[src/hw/fspc_pkg.sv]
// Constants for the flash self-programming controller: map, codes, timing.
// Assumes a single 250 MHz system clock shared by all fspc modules.
package fspc_pkg;
  // Register offsets on the plain register port
  localparam logic [7:0] A_PMC  = 8'h00; // Mode control, guarded
  localparam logic [7:0] A_PCMD = 8'h01; // Protect command (key)
  localparam logic [7:0] A_STAT = 8'h02; // Flash status
  localparam logic [7:0] A_FCMD = 8'h03; // Flash command
  localparam logic [7:0] A_APL  = 8'h04; // Address pointer low
  localparam logic [7:0] A_APH  = 8'h05; // Address pointer high
  localparam logic [7:0] A_APHC = 8'h06; // High compare
  localparam logic [7:0] A_WDAT = 8'h07; // Write data
  localparam logic [7:0] A_RDAT = 8'h08; // Flash byte at pointer
  localparam logic [7:0] A_MASK = 8'h09; // Interrupt mask 0
  // Field positions
  localparam int MODE_BIT = 0;           // Mode control: self mode
  localparam int PERR_BIT = 0;           // Status: protect error
  localparam int BLNK_BIT = 1;           // Status: blank check failed
  // Reset values
  localparam logic [7:0] RST_MASK = 8'hff;
  localparam logic [7:0] RST_ZERO = 8'h00;
  // Key and flash commands
  localparam logic [7:0] PROT_KEY  = 8'ha5;
  localparam logic [7:0] CMD_NONE  = 8'h00;
  localparam logic [7:0] CMD_ERASE = 8'h03;
  localparam logic [7:0] CMD_BLANK = 8'h04;
  localparam logic [7:0] CMD_WRITE = 8'h05;
  localparam logic [7:0] BLANK_VAL = 8'hff;
  // Timing: halt settle in microseconds, then cycles at the clock rate
  localparam int CLK_MHZ        = 250;
  localparam int HALT_SETTLE_US = 10;
  localparam int HALT_EXTRA_CYC = 2;
  localparam int HALT_REL_CYC   = HALT_SETTLE_US * CLK_MHZ + HALT_EXTRA_CYC;
  localparam int CMD_BUSY_CYC   = 16;
  // Controller states, Gray along the usual path
  typedef enum logic [2:0] {
    ST_NORMAL  = 3'b000,
    ST_ENTERED = 3'b001,
    ST_HALT    = 3'b011,
    ST_READY   = 3'b010,
    ST_BUSY    = 3'b110
  } fspc_state_type;
  // Guarded write sequence states
  typedef enum logic [1:0] {
    G_IDLE = 2'b00,
    G_KEY  = 2'b01,
    G_VAL  = 2'b11
  } fspc_guard_type;
endpackage : fspc_pkg

[src/hw/fspc_arr_if.sv]
// Interface between the controller and its flash byte array.
// Assumes both ends run on the same system clock.
`timescale 1ns/10ps
interface fspc_arr_if #(parameter int ABITS = 5);
  logic             we;     // Byte write pulse
  logic             erase;  // Block erase pulse
  logic [ABITS-1:0] addr;   // Byte address, block in upper bits
  logic [7:0]       wdata;  // Byte to write
  logic [7:0]       rdata;  // Registered byte at addr
  logic             blank;  // Addressed block is all blank
  modport ctl (output we, erase, addr, wdata, input rdata, blank);
  modport mem (input we, erase, addr, wdata, output rdata, blank);
endinterface : fspc_arr_if

[src/hw/fspc_top.sv]
// Flash self-programming controller: mode entry, halt release, commands.
// Assumes the CPU stalls on o_cpu_stall and reports its HALT instruction.
//
// Contract
// (RULE1) Erased block reads back all ones
// (RULE2) Firmware keeps CPU clock at least 1 MHz
// (RULE3) Firmware runs NOP then HALT after entry
// (RULE4) Entry halt self-releases after 10 us+2
// (RULE5) Firmware waits 8 us on crystal clock
// (RULE6) Firmware tests error flag by bit
// (RULE7) Pins hold halt state in self mode
// (RULE8) External security ignored in self mode
// (RULE9) Only protect byte blocks write/erase
// (RULE10) Firmware clears upper high-pointer bits
// (RULE11) Firmware zeroes command register around switches
// (RULE12) No interrupt service in self mode
// (RULE13) CPU stalls while a command runs
// (RULE14) Interrupts stay pending until normal mode
// (RULE15) Mode changes only by guarded sequence
// (RULE16) Reset aborts operation, returns normal mode
`timescale 1ns/10ps
module fspc_top #(
  parameter int NBLK     = 4,                      // Flash blocks
  parameter int BSZ      = 8,                      // Bytes per block
  parameter int BUSY_CYC = fspc_pkg::CMD_BUSY_CYC  // Command length
) (
  input  wire logic            i_sys_clk,
  input  wire logic            i_rst,
  input  wire logic [7:0]      i_addr,
  input  wire logic [7:0]      i_wdata,
  input  wire logic            i_wr,
  input  wire logic            i_rd,
  output logic      [7:0]      o_rdata,
  input  wire logic            i_cpu_halt,
  output logic                 o_cpu_stall,
  output logic                 o_pin_hold,
  input  wire logic [NBLK-1:0] i_protect_blocks,
  input  wire logic [7:0]      i_irq_req,
  input  wire logic [7:0]      i_irq_ack,
  output logic      [7:0]      o_irq_pending
);
  localparam int DEPTH = NBLK * BSZ;
  localparam int ABITS = $clog2(DEPTH);
  localparam int BBITS = $clog2(BSZ);
  localparam int KBITS = ABITS - BBITS;
  localparam logic [11:0] HALT_LAST = 12'(fspc_pkg::HALT_REL_CYC - 1);
  localparam logic [11:0] BUSY_LAST = 12'(BUSY_CYC - 1);

  // Block numbers must fit the low bits of the high pointer
  if ((NBLK < 2) || (NBLK > 16) ||
      (BUSY_CYC < 2) || (BUSY_CYC > 4095)) begin : g_bad
    $error("fspc_top: NBLK or BUSY_CYC out of range");
  end

  // Address match, shared by the write and read decoders
  function automatic logic hit(input logic [7:0] a,
                               input logic [7:0] b);
    return a == b;
  endfunction : hit

  fspc_pkg::fspc_state_type state, next_state;
  logic [11:0]     cnt, next_cnt;    // Halt and busy timer
  logic [7:0]      fcmd;             // Flash command register
  logic [7:0]      apl;              // Address pointer low
  logic [7:0]      aph;              // Address pointer high
  logic [7:0]      aphc;             // High compare
  logic [7:0]      wdat;             // Byte for write command
  logic [7:0]      mask;             // Interrupt mask 0
  logic [7:0]      pend;             // Pending interrupt requests
  logic            perr;             // Protect error flag
  logic            bfail;            // Blank check failed
  logic [NBLK-1:0] prot_s1;          // Synchroniser, first stage
  logic [NBLK-1:0] prot_s2;          // Synchronised protect byte
  logic            mode;             // Guarded mode bit
  logic            gfail;            // Guard sequence broken
  logic [7:0]      rd_val;           // Read mux output

  fspc_arr_if #(.ABITS(ABITS)) arr ();

  // Writes are dropped while a command runs; the CPU is stalled anyway
  logic wr_ok, wr_pmc, wr_pcmd, wr_stat, wr_fcmd;
  assign wr_ok   = i_wr && (state != fspc_pkg::ST_BUSY);
  assign wr_pmc  = wr_ok && hit(i_addr, fspc_pkg::A_PMC);
  assign wr_pcmd = wr_ok && hit(i_addr, fspc_pkg::A_PCMD);
  assign wr_stat = wr_ok && hit(i_addr, fspc_pkg::A_STAT);
  assign wr_fcmd = wr_ok && hit(i_addr, fspc_pkg::A_FCMD);

  // Command start decode, only once the entry halt has released
  logic [KBITS-1:0] blk;
  logic start, modify, known, reject, go;
  assign blk    = aph[KBITS-1:0];
  assign start  = wr_fcmd && (state == fspc_pkg::ST_READY) &&
                  (i_wdata != fspc_pkg::CMD_NONE);
  assign modify = (i_wdata == fspc_pkg::CMD_WRITE) ||
                  (i_wdata == fspc_pkg::CMD_ERASE);
  assign known  = modify || (i_wdata == fspc_pkg::CMD_BLANK);
  // (RULE8) no external security check
  // (RULE9) protect byte rejects
  assign reject = start && modify && prot_s2[blk];
  assign go     = start && known && !reject;

  // Array strobes; pointer registers hold still while busy
  assign arr.we    = go && (i_wdata == fspc_pkg::CMD_WRITE);
  assign arr.erase = go && (i_wdata == fspc_pkg::CMD_ERASE);
  assign arr.addr  = {blk, apl[BBITS-1:0]};
  assign arr.wdata = wdat;

  fspc_array #(
    .NBLK (NBLK),
    .BSZ  (BSZ)
  ) u_array (
    .i_sys_clk (i_sys_clk),
    .i_rst     (i_rst),
    .arr       (arr)
  );

  // (RULE15) guarded mode entry
  fspc_guard u_guard (
    .i_sys_clk (i_sys_clk),
    .i_rst     (i_rst),
    .i_key_wr  (wr_pcmd && (i_wdata == fspc_pkg::PROT_KEY)),
    .i_pmc_wr  (wr_pmc),
    .i_any_wr  (wr_ok),
    .i_wdata   (i_wdata),
    .o_mode    (mode),
    .o_fail    (gfail)
  );

  // Mode sequencer: entry, automatic halt release, command run
  always_comb begin
    next_state = state;
    next_cnt   = 12'h000;
    case (state)
      fspc_pkg::ST_NORMAL: begin
        if (mode) next_state = fspc_pkg::ST_ENTERED;
      end
      fspc_pkg::ST_ENTERED: begin
        if (!mode) next_state = fspc_pkg::ST_NORMAL;
        else if (i_cpu_halt) next_state = fspc_pkg::ST_HALT;
      end
      fspc_pkg::ST_HALT: begin
        // (RULE4) release without interrupt
        if (cnt == HALT_LAST) next_state = fspc_pkg::ST_READY;
        else next_cnt = cnt + 12'h001;
      end
      fspc_pkg::ST_READY: begin
        if (!mode) next_state = fspc_pkg::ST_NORMAL;
        else if (go) next_state = fspc_pkg::ST_BUSY;
      end
      default: begin
        // Fixed command time, then back to ready
        if (cnt == BUSY_LAST) next_state = fspc_pkg::ST_READY;
        else next_cnt = cnt + 12'h001;
      end
    endcase
  end

  // (RULE16) reset aborts to normal
  always_ff @(posedge i_sys_clk or posedge i_rst) begin
    if (i_rst) begin
      state <= fspc_pkg::ST_NORMAL;
      cnt   <= 12'h000;
    end else begin
      state <= next_state;
      cnt   <= next_cnt;
    end
  end

  // (RULE13) CPU stalled while busy
  assign o_cpu_stall = (state == fspc_pkg::ST_HALT) ||
                       (state == fspc_pkg::ST_BUSY);

  // (RULE7) pins frozen in mode
  always_ff @(posedge i_sys_clk or posedge i_rst) begin
    if (i_rst) o_pin_hold <= 1'b0;
    else o_pin_hold <= (next_state != fspc_pkg::ST_NORMAL);
  end

  // Protect byte is a pin-level strap; two flops before use
  always_ff @(posedge i_sys_clk or posedge i_rst) begin
    if (i_rst) begin
      prot_s1 <= '0;
      prot_s2 <= '0;
    end else begin
      prot_s1 <= i_protect_blocks;
      prot_s2 <= prot_s1;
    end
  end

  // Software registers; the command code stays until rewritten
  always_ff @(posedge i_sys_clk or posedge i_rst) begin
    if (i_rst) begin
      fcmd <= fspc_pkg::RST_ZERO;
      apl  <= fspc_pkg::RST_ZERO;
      aph  <= fspc_pkg::RST_ZERO;
      aphc <= fspc_pkg::RST_ZERO;
      wdat <= fspc_pkg::RST_ZERO;
      mask <= fspc_pkg::RST_MASK;
    end else begin
      if (wr_fcmd) fcmd <= i_wdata;
      if (wr_ok && hit(i_addr, fspc_pkg::A_APL)) apl <= i_wdata;
      if (wr_ok && hit(i_addr, fspc_pkg::A_APH)) aph <= i_wdata;
      if (wr_ok && hit(i_addr, fspc_pkg::A_APHC)) aphc <= i_wdata;
      if (wr_ok && hit(i_addr, fspc_pkg::A_WDAT)) wdat <= i_wdata;
      if (wr_ok && hit(i_addr, fspc_pkg::A_MASK)) mask <= i_wdata;
    end
  end

  // Status flags: a new event beats a same-cycle software clear
  logic perr_set, perr_clr, bl_end, bfail_clr;
  assign perr_set  = reject || gfail;
  assign perr_clr  = wr_stat && !i_wdata[fspc_pkg::PERR_BIT];
  assign bl_end    = (state == fspc_pkg::ST_BUSY) && (cnt == BUSY_LAST) &&
                     (fcmd == fspc_pkg::CMD_BLANK);
  assign bfail_clr = wr_stat && !i_wdata[fspc_pkg::BLNK_BIT];
  always_ff @(posedge i_sys_clk or posedge i_rst) begin
    if (i_rst) begin
      perr  <= 1'b0;
      bfail <= 1'b0;
    end else begin
      perr  <= perr_set || (perr && !perr_clr);
      if (bl_end) bfail <= !arr.blank;
      else if (bfail_clr) bfail <= 1'b0;
    end
  end

  // (RULE14) requests kept pending
  // (RULE12) masked while in mode
  logic [7:0] next_pend;
  assign next_pend = i_irq_req | (pend & ~i_irq_ack);
  always_ff @(posedge i_sys_clk or posedge i_rst) begin
    if (i_rst) begin
      pend          <= 8'h00;
      o_irq_pending <= 8'h00;
    end else begin
      pend          <= next_pend;
      o_irq_pending <= (next_state == fspc_pkg::ST_NORMAL) ?
                       (next_pend & ~mask) : 8'h00;
    end
  end

  // Read decode; unmapped offsets read as zero
  always_comb begin
    if (hit(i_addr, fspc_pkg::A_PMC)) rd_val = {7'h00, mode};
    else if (hit(i_addr, fspc_pkg::A_STAT)) rd_val = {6'h00, bfail, perr};
    else if (hit(i_addr, fspc_pkg::A_FCMD)) rd_val = fcmd;
    else if (hit(i_addr, fspc_pkg::A_APL)) rd_val = apl;
    else if (hit(i_addr, fspc_pkg::A_APH)) rd_val = aph;
    else if (hit(i_addr, fspc_pkg::A_APHC)) rd_val = aphc;
    else if (hit(i_addr, fspc_pkg::A_WDAT)) rd_val = wdat;
    else if (hit(i_addr, fspc_pkg::A_RDAT)) rd_val = arr.rdata;
    else if (hit(i_addr, fspc_pkg::A_MASK)) rd_val = mask;
    else rd_val = 8'h00;
  end

  // Read data stands only in the cycle after the strobe
  always_ff @(posedge i_sys_clk or posedge i_rst) begin
    if (i_rst) o_rdata <= 8'h00;
    else o_rdata <= i_rd ? rd_val : 8'h00;
  end

  property p_halt_bound;
    @(posedge i_sys_clk) disable iff (i_rst)
    (state == fspc_pkg::ST_HALT) |-> (cnt <= HALT_LAST);
  endproperty
  a_halt_bound: assert property (p_halt_bound) // RULE4
    else $error("halt timer past release count");

  property p_halt_release;
    @(posedge i_sys_clk) disable iff (i_rst)
    (state == fspc_pkg::ST_HALT) && (cnt == HALT_LAST)
      |=> (state == fspc_pkg::ST_READY) && !o_cpu_stall;
  endproperty
  a_halt_release: assert property (p_halt_release) // RULE4
    else $error("halt not released on time");

  property p_pin_hold;
    @(posedge i_sys_clk) disable iff (i_rst)
    o_pin_hold == (state != fspc_pkg::ST_NORMAL);
  endproperty
  a_pin_hold: assert property (p_pin_hold) // RULE7
    else $error("pin hold disagrees with mode");

  property p_reject;
    @(posedge i_sys_clk) disable iff (i_rst)
    reject |-> !arr.we && !arr.erase ##1 perr && (state != fspc_pkg::ST_BUSY);
  endproperty
  a_reject: assert property (p_reject) // RULE9
    else $error("protected block modified");

  property p_busy_stall;
    @(posedge i_sys_clk) disable iff (i_rst)
    go |=> o_cpu_stall [*2] ##0 (state == fspc_pkg::ST_BUSY);
  endproperty
  a_busy_stall: assert property (p_busy_stall) // RULE13
    else $error("CPU not stalled during command");

  property p_no_service;
    @(posedge i_sys_clk) disable iff (i_rst)
    (state != fspc_pkg::ST_NORMAL) |-> (o_irq_pending == 8'h00);
  endproperty
  a_no_service: assert property (p_no_service) // RULE12
    else $error("interrupt offered in self mode");

  property p_keep_pending;
    @(posedge i_sys_clk) disable iff (i_rst)
    (i_irq_req != 8'h00) |=> ((pend & $past(i_irq_req)) == $past(i_irq_req));
  endproperty
  a_keep_pending: assert property (p_keep_pending) // RULE14
    else $error("interrupt request lost");
endmodule : fspc_top

[src/hw/fspc_array.sv]
// Flash byte array kept in flip-flops, with block erase and blank test.
// Assumes the controller holds addr steady around an erase.
`timescale 1ns/10ps
module fspc_array #(
  parameter int NBLK = 4,
  parameter int BSZ  = 8
) (
  input  wire logic i_sys_clk,
  input  wire logic i_rst,
  fspc_arr_if.mem   arr
);
  localparam int DEPTH = NBLK * BSZ;
  localparam int ABITS = $clog2(DEPTH);
  localparam int BBITS = $clog2(BSZ);

  // Sizes must be powers of two so block and byte split cleanly
  if ((BSZ < 2) || ((BSZ & (BSZ - 1)) != 0) ||
      ((NBLK & (NBLK - 1)) != 0)) begin : g_bad
    $error("fspc_array: sizes must be powers of two");
  end

  logic [7:0]       mem [DEPTH];  // Storage, no reset on purpose
  logic [DEPTH-1:0] is_ff;        // Byte holds the blank value
  logic [ABITS-1:0] base;         // First byte of addressed block

  assign base = {arr.addr[ABITS-1:BBITS], {BBITS{1'b0}}};

  // Per byte: erase wins over write, contents survive reset
  for (genvar i = 0; i < DEPTH; i++) begin : g_byte
    always_ff @(posedge i_sys_clk) begin
      // (RULE1) erase fills blank
      if (arr.erase && (base == ABITS'(i - (i % BSZ)))) begin
        mem[i] <= fspc_pkg::BLANK_VAL;
      end else if (arr.we && (arr.addr == ABITS'(i))) begin
        mem[i] <= arr.wdata;
      end
    end
    assign is_ff[i] = (mem[i] == fspc_pkg::BLANK_VAL);
  end

  // Blank when every byte of the block reads all ones
  assign arr.blank = &is_ff[base +: BSZ];

  // Registered read of the addressed byte
  always_ff @(posedge i_sys_clk) begin
    arr.rdata <= mem[arr.addr];
  end

  property p_erase_blank;
    @(posedge i_sys_clk) disable iff (i_rst)
    arr.erase ##1 $stable(arr.addr) |-> arr.blank;
  endproperty
  a_erase_blank: assert property (p_erase_blank) // RULE1
    else $error("erased block not blank");
endmodule : fspc_array

[src/hw/fspc_guard.sv]
// Guarded write sequence for the self-programming mode bit.
// Assumes write strobes are one-cycle pulses from the register port.
`timescale 1ns/10ps
module fspc_guard (
  input  wire logic       i_sys_clk,
  input  wire logic       i_rst,
  input  wire logic       i_key_wr,   // Key written to protect command
  input  wire logic       i_pmc_wr,   // Write to mode control
  input  wire logic       i_any_wr,   // Any register write
  input  wire logic [7:0] i_wdata,
  output logic            o_mode,     // Self-programming mode bit
  output logic            o_fail      // Pulse: sequence broken
);
  fspc_pkg::fspc_guard_type gst, next_gst;
  logic [7:0] hold, next_hold;        // First value of the pair
  logic       next_mode, next_fail;
  logic       match;

  assign match = i_pmc_wr && (i_wdata == ~hold);

  // Key, value, inverted value; anything else aborts the sequence
  always_comb begin
    next_gst  = gst;
    next_hold = hold;
    next_mode = o_mode;
    next_fail = 1'b0;
    case (gst)
      fspc_pkg::G_IDLE: begin
        if (i_key_wr) next_gst = fspc_pkg::G_KEY;
        // (RULE15) lone write refused
        else if (i_pmc_wr) next_fail = 1'b1;
      end
      fspc_pkg::G_KEY: begin
        if (i_pmc_wr) begin
          next_gst  = fspc_pkg::G_VAL;
          next_hold = i_wdata;
        end else if (i_any_wr) begin
          next_gst  = fspc_pkg::G_IDLE;
          next_fail = 1'b1;
        end
      end
      default: begin
        // (RULE15) commit on complement
        if (match) next_mode = hold[fspc_pkg::MODE_BIT];
        if (i_any_wr) begin
          next_gst  = fspc_pkg::G_IDLE;
          next_fail = !match;
        end
      end
    endcase
  end

  // Reset drops back to normal mode
  always_ff @(posedge i_sys_clk or posedge i_rst) begin
    if (i_rst) begin
      gst    <= fspc_pkg::G_IDLE;
      hold   <= fspc_pkg::RST_ZERO;
      o_mode <= 1'b0;
      o_fail <= 1'b0;
    end else begin
      gst    <= next_gst;
      hold   <= next_hold;
      o_mode <= next_mode;
      o_fail <= next_fail;
    end
  end

  property p_lone_write;
    @(posedge i_sys_clk) disable iff (i_rst)
    (gst == fspc_pkg::G_IDLE) && i_pmc_wr |=> $stable(o_mode) && o_fail;
  endproperty
  a_lone_write: assert property (p_lone_write) // RULE15
    else $error("ordinary write changed mode");
endmodule : fspc_guard

[config.mk]
export PLATFORM = sky130hd
export DESIGN_NAME = fspc_top
export DESIGN_NICKNAME = d
export VERILOG_FILES = /design/src/hw/fspc_pkg.sv /design/src/hw/fspc_arr_if.sv /design/src/hw/fspc_top.sv /design/src/hw/fspc_array.sv /design/src/hw/fspc_guard.sv
export SDC_FILE = /design/constraint.sdc
export NUM_CORES = 1
export LEC_CHECK = 0
export BUFFER_PORTS_ARGS = -buffer_cell sky130_fd_sc_hd__buf_2
export CAP_MARGIN = 20
export CORE_MARGIN = 1.5
export CORE_UTILIZATION = 63
export CTS_CLUSTER_SIZE = 24
export DETAILED_ROUTE_END_ITERATION = 10
export GPL_ROUTABILITY_DRIVEN = 0
export HOLD_SLACK_MARGIN = 0.06
export PLACE_DENSITY_LB_ADDON = 0.25
export SLEW_MARGIN = 20
export SYNTH_ARGS = -nofsm -noshare
export SYNTH_HDL_FRONTEND = slang
export SYNTH_SLANG_ARGS = --single-unit
[constraint.sdc]
create_clock -name i_sys_clk -period 10.26 [get_ports i_sys_clk]
set_input_delay 1.026 -clock i_sys_clk [delete_from_list [all_inputs] [get_ports i_sys_clk]]
set_output_delay 1.026 -clock i_sys_clk [all_outputs]
set_load 0.05 [all_outputs]
# Word-level counts from Yosys, hierarchy flattened
# Memories as Yosys holds them, arrays and structs flattened. A register that Yosys moved wholly into a read port is not among the register bits.
# Cells that the tools add are included.
[word_totals]
regBits = 110
latchBits = 0
ramBits = 256
mem_bits_ro = 0
in_bits = 41
out_inout_bits = 18
word_cells = 507
n_memories = 1
[memory_table]
columns = ["memory", "words", "width", "read_ports", "rd_clocked_by_memory_dff", "wr", "line_no", "rtl"]
rows = [
  ["u_array.mem", 32, 8, 33, 1, 8, "fspc_array.sv:22", "logic [7:0] mem [DEPTH];"],
]
[classes]
n_addsub = 1
n_mul = 0
div = 0
n_lt_le_gt_ge = 1
eq_ne = 90
shifts = 1
muxes = 244
n_bitwise = 39
reduce_logical = 110
[op_table]
columns = ["operator", "n"]
rows = [
  ["$mux 8", 67],
  ["$eq 8x8->1 const B", 33],
  ["$reduce_or 8->1", 24],
  ["$mux 1", 136],
  ["$mux 5", 24],
  ["$eq 5x5->1 const B", 16],
  ["$logic_and 1x1->1", 61],
  ["$eq 8x3->1 const B", 7],
  ["$eq 5x4->1 const B", 8],
  ["$or 1x1->1", 32],
  ["$shiftx 32x6->8", 1],
  ["$eq 8x2->1 const B", 3],
  ["$mux 12", 2],
  ["$not 8->8", 3],
  ["$pmux 12 s2", 1],
  ["$mux 3", 7],
  ["$eq 5x3->1 const B", 4],
  ["$and 8x8->8", 2],
  ["$eq 8x4->1 const B", 2],
  ["$add 12x1->12 const B", 1],
  ["$eq 12x12->1 const B", 1],
  ["$eq 12x4->1 const B", 1],
  ["$pmux 3 s4", 1],
  ["$eq 5x2->1 const B", 2],
  ["30 further kinds", 47],
]

# Logic depth before layout (Yosys ltp)
[depth]
depth_word = 19
mapped_depth = 8
ltp_nobuf = 7

# By module
# Synthesis repeated with hierarchy kept, for this count alone.
[unflattened]
cells_unflattened = 1327
hier_area_um2 = 18128.6
[modules_own_cells]
columns = ["mod", "n_inst", "cells_per_inst", "area_each_um2", "seq_area_each_um2"]
rows = [
  ["fspc_array", 1, 886, 12871.1, 7847.5],
  ["fspc_top", 1, 395, 4679.5, 2462.4],
  ["fspc_guard", 1, 46, 578.1, 300.3],
]

# Worst setup path before layout
# No wires, ideal clock.
[synth_path]
path_type = "input to register"
start = "input i_addr[5]"
end = "memory u_array.mem[13][0] (enable)"
setup_time_ns = 0.387
arrival_time_ns = 3.469
t_required_ns = 9.873
slack_ns = 6.405
path_stages = 7
path_buffers = 3
path_cell_list = "or4_1 buf_2 nor3_2 nand4_4 buf_1 clkbuf_1 o31ai_1"
[synth_lines]
columns = ["item", "line_no", "rtl"]
rows = [
  ["start, declared", "fspc_top.sv:29", "input wire logic [7:0] i_addr,"],
  ["end, declared", "fspc_array.sv:22", ""],
]

==> flow_summary.yaml <==
die:
  fp-row-count: 61
  io_pins: 59
  die_h_microns: 171
  core_sq_mm: 0.0278
  start_util_pct: 64.1
  die-area_sq_mm: 0.0293
  fp.dieW_microns: 171
synthesis:
  synth-seq-cells: 374
  yosysWarnings: 0
  synth_top_cell_area_share_pct: 43.1
  ys_top_cells_by_area: "edfxtp_1 (43%), dfrtp_1 (14%), mux4_2 (11%), nand2b_1 (5.9%), mux2_2 (3.8%)"
  ys_seq_area_share_pct: 59.5
  avgSynthCellArea_sq_um: 13.8
  ys_types: 64
  syn_area_sq_mm: 0.0178
  syn_nets: 1331
  async_reset_ff_share_pct: 29.4
  yosys.area.top_type: "edfxtp_1"
  synth_commonest_cells: "edfxtp_1 (256), nand2b_1 (169), dfrtp_1 (102)"
  synth-edff-count: 256
  ys.flop_type: "edfxtp_1"
  synthCells: 1288
  synth_most_common_cell: "edfxtp_1"
worst_setup_path:
  path_buf_inv: 2
  path_max_fanout: 8
  crit_family: "simple AND/OR/NAND/NOR gates"
  critPathArrivalTime_ns: 4.29
  reg2regPathDepth: 5
  path_cells: "buf_2, or4_1, or3_1, nor4b_1, buf_4, nand4_1, nand2_1"
  worstPathRequired_ns: 10.44
  r2r_slack_ns: 6.25
  critPathCaptureType: "flop"
  slowest_delay_ns: 0.69
  worst_setup_path_start_kind: "primary input"
  cp.depth: 7
  worstSetupPathType: "primary input to flop"
  cp_slowest_cell: "or4_1"
sta:
  period_minus_slack_ns: 4.10
  period_share_pct: 40.0
  slew_headroom_pct: 23.6
  max_freq_mhz: 244
  whs_ns: 0.348
  finalSetupTns_ns: 0
  rsz0062_at_grt: "false"
  hold_viol_final: 0
  worst_pin_slew_ns: 1.14
  setup_viol: 0
  fin_skew_ns: 0.0152
  maxSlewViolCount: 0
final_layout:
  nNetsFinal: 1352
  diodes: 0
  postLayoutCellArea_sq_mm: 0.0197
  fill_cells: 1833
  drive_above_1_share_pct: 32.1
  multiInputGateArea_sq_mm: 0.00688
  syn_to_final_growth_pct: 10.7
  layout.area.seq_sq_mm: 0.0106
clocking:
  post-cts-setup-buffers: 0
  cts.reportedPaths.clkPinSlew_ns: 0.06
  h-tree-depth: 2
  holdBufCountCts: 0
  cts-root-buf: "clkbuf_16"
  postCtsResizedCells: 0
  cts_tree: "done"
  cts_max_path_buffers: 3
  cts_buffers: 39
  cts_sinks: 374
  insertion_delay_ns: 0.53
route:
  dr.pass1.iters: 5
  drc: 0
  wl_per_cell_microns: 26.7
  vias_per_cell: 6.88
  wirelength_microns: 45700
  drtIter0Drc: 1502
  num_vias: 11800
  final_antenna_net_count: 0
power:
  p_per_area_mw_per_mm2: 164
  p_leak_uw: 0.00735
  ir_worst_vdd_mv: 0.151
global_routing:
  antenna_found_initial: 1
  grt-ovfl-total: 0
  grt_use_total_pct: 32.0
  grt_max_degree: 74
  grt_first_pass_wirelength_microns: 68300
  grt_pass1_vias: 11200
place:
  post_dp_cell_area_sq_mm: 0.0183
  placement.io_buffers: 58
  hpwl_microns: 30100
min_path:
  hold_class: "flop to flop"
  min_path_cells: 0
job:
  drv_cap: 0
outcome:
  status: "finished clean"
[worst paths after layout]
path / startpoint / end
worst max register to register: aph[1] / u_array.mem[12][4]
min in group asynchronous: i_rst / prot_s1[2]
worst max-delay path: i_addr[5] / u_array.mem[28][1]
worst min-delay path: prot_s1[2] / prot_s2[2]
worst min register to register: prot_s1[2] / prot_s2[2]
max in group asynchronous: i_rst / apl[0]
[logic make-up after synthesis]
group	count (synthesis)	synth area share (%)
AO/OA/AOI/OAI	76	3.21
flip-flops	374	59.5
adder cells (fa/ha/maj)	2	0.140
multiplexers	149	14.9
XOR/XNOR	19	0.934
buffers and inverters	100	2.16
AND/OR/NAND/NOR	568	19.1
[routing by layer]
layer | part of all wire (%) | vias to the layer above | routed length (microns) | GRT usage [%]
li1 | - | 4920 | - | -
met1 | 37 | 5912 | 17100 | 43.9
met2 | 47 | 831 | 21700 | 51.2
met3 | 12 | 146 | 5260 | 6.93
met4 | 3.8 | 2 | 1730 | 11.7
met5 | 0.028 | - | 13 | 0
[power by group]
group	switching [uW]	internal [uW]	leakage [uW]
logic	66.2	49.2	0.00218
clock network	582	889	0.000659
registers	35.6	1610	0.00451
[registers in the layout, indices dropped and copies added (netlist names), 8 cells and up]
name / cells
aph: 8
aphc: 8
apl: 8
u_array.arr.rdata: 8
pend: 8
fcmd: 8
arr.wdata: 8
mask: 8
o_irq_pending: 8
o_rdata: 8
cnt: 12
u_guard.hold: 8
u_array.mem: 256
[placed cells by master (no fill, tap or decap), types with 20 or more instances in the layout]
cell type / instances
nor2_1: 26
nand3_1: 29
nand2_1: 63
mux4_2: 87
clkbuf_16: 45
or2_2: 99
edfxtp_1: 256
dfrtp_1: 91
buf_2: 58
nor3_1: 21
nor4_1: 20
nand4_1: 73
mux2_2: 60
nand2b_1: 169
[cell type report]
type | instances | share of cell area (%)
well taps | 378 | 2.40
multi-input cells | 814 | 34.9
flip-flops and latches | 374 | 53.9
repair buffers | 64 | 1.70
clock inverters | 14 | 0.767
clock buffers | 56 | 6.07
inverters | 16 | 0.317
[worst register-to-register path, stage by stage (launching register included)]
cell	delay, ns
dfrtp_1	0.84
mux4_2	0.50
a2111oi_4	0.46
and4_1	0.93
nand4_1	0.47
nand2_1	0.45
[metrics by stage]
stage | cells | setup WS (ns) | util [%] | total power [uW]
2_1_floorplan | 1288 | 6.34 | - | 1750
3_3_place_gp | 1646 | 5.69 | 65.9 | 1790
3_5_place_dp | 1646 | 5.81 | 65.9 | 1790
4_1_cts | 1716 | 6.33 | 70.8 | 3240
5_1_grt | 1716 | 6.10 | 71.0 | 3310
6_report | 1716 | 6.16 | 71.0 | 3240
Power figures use the tool's default switching activity.
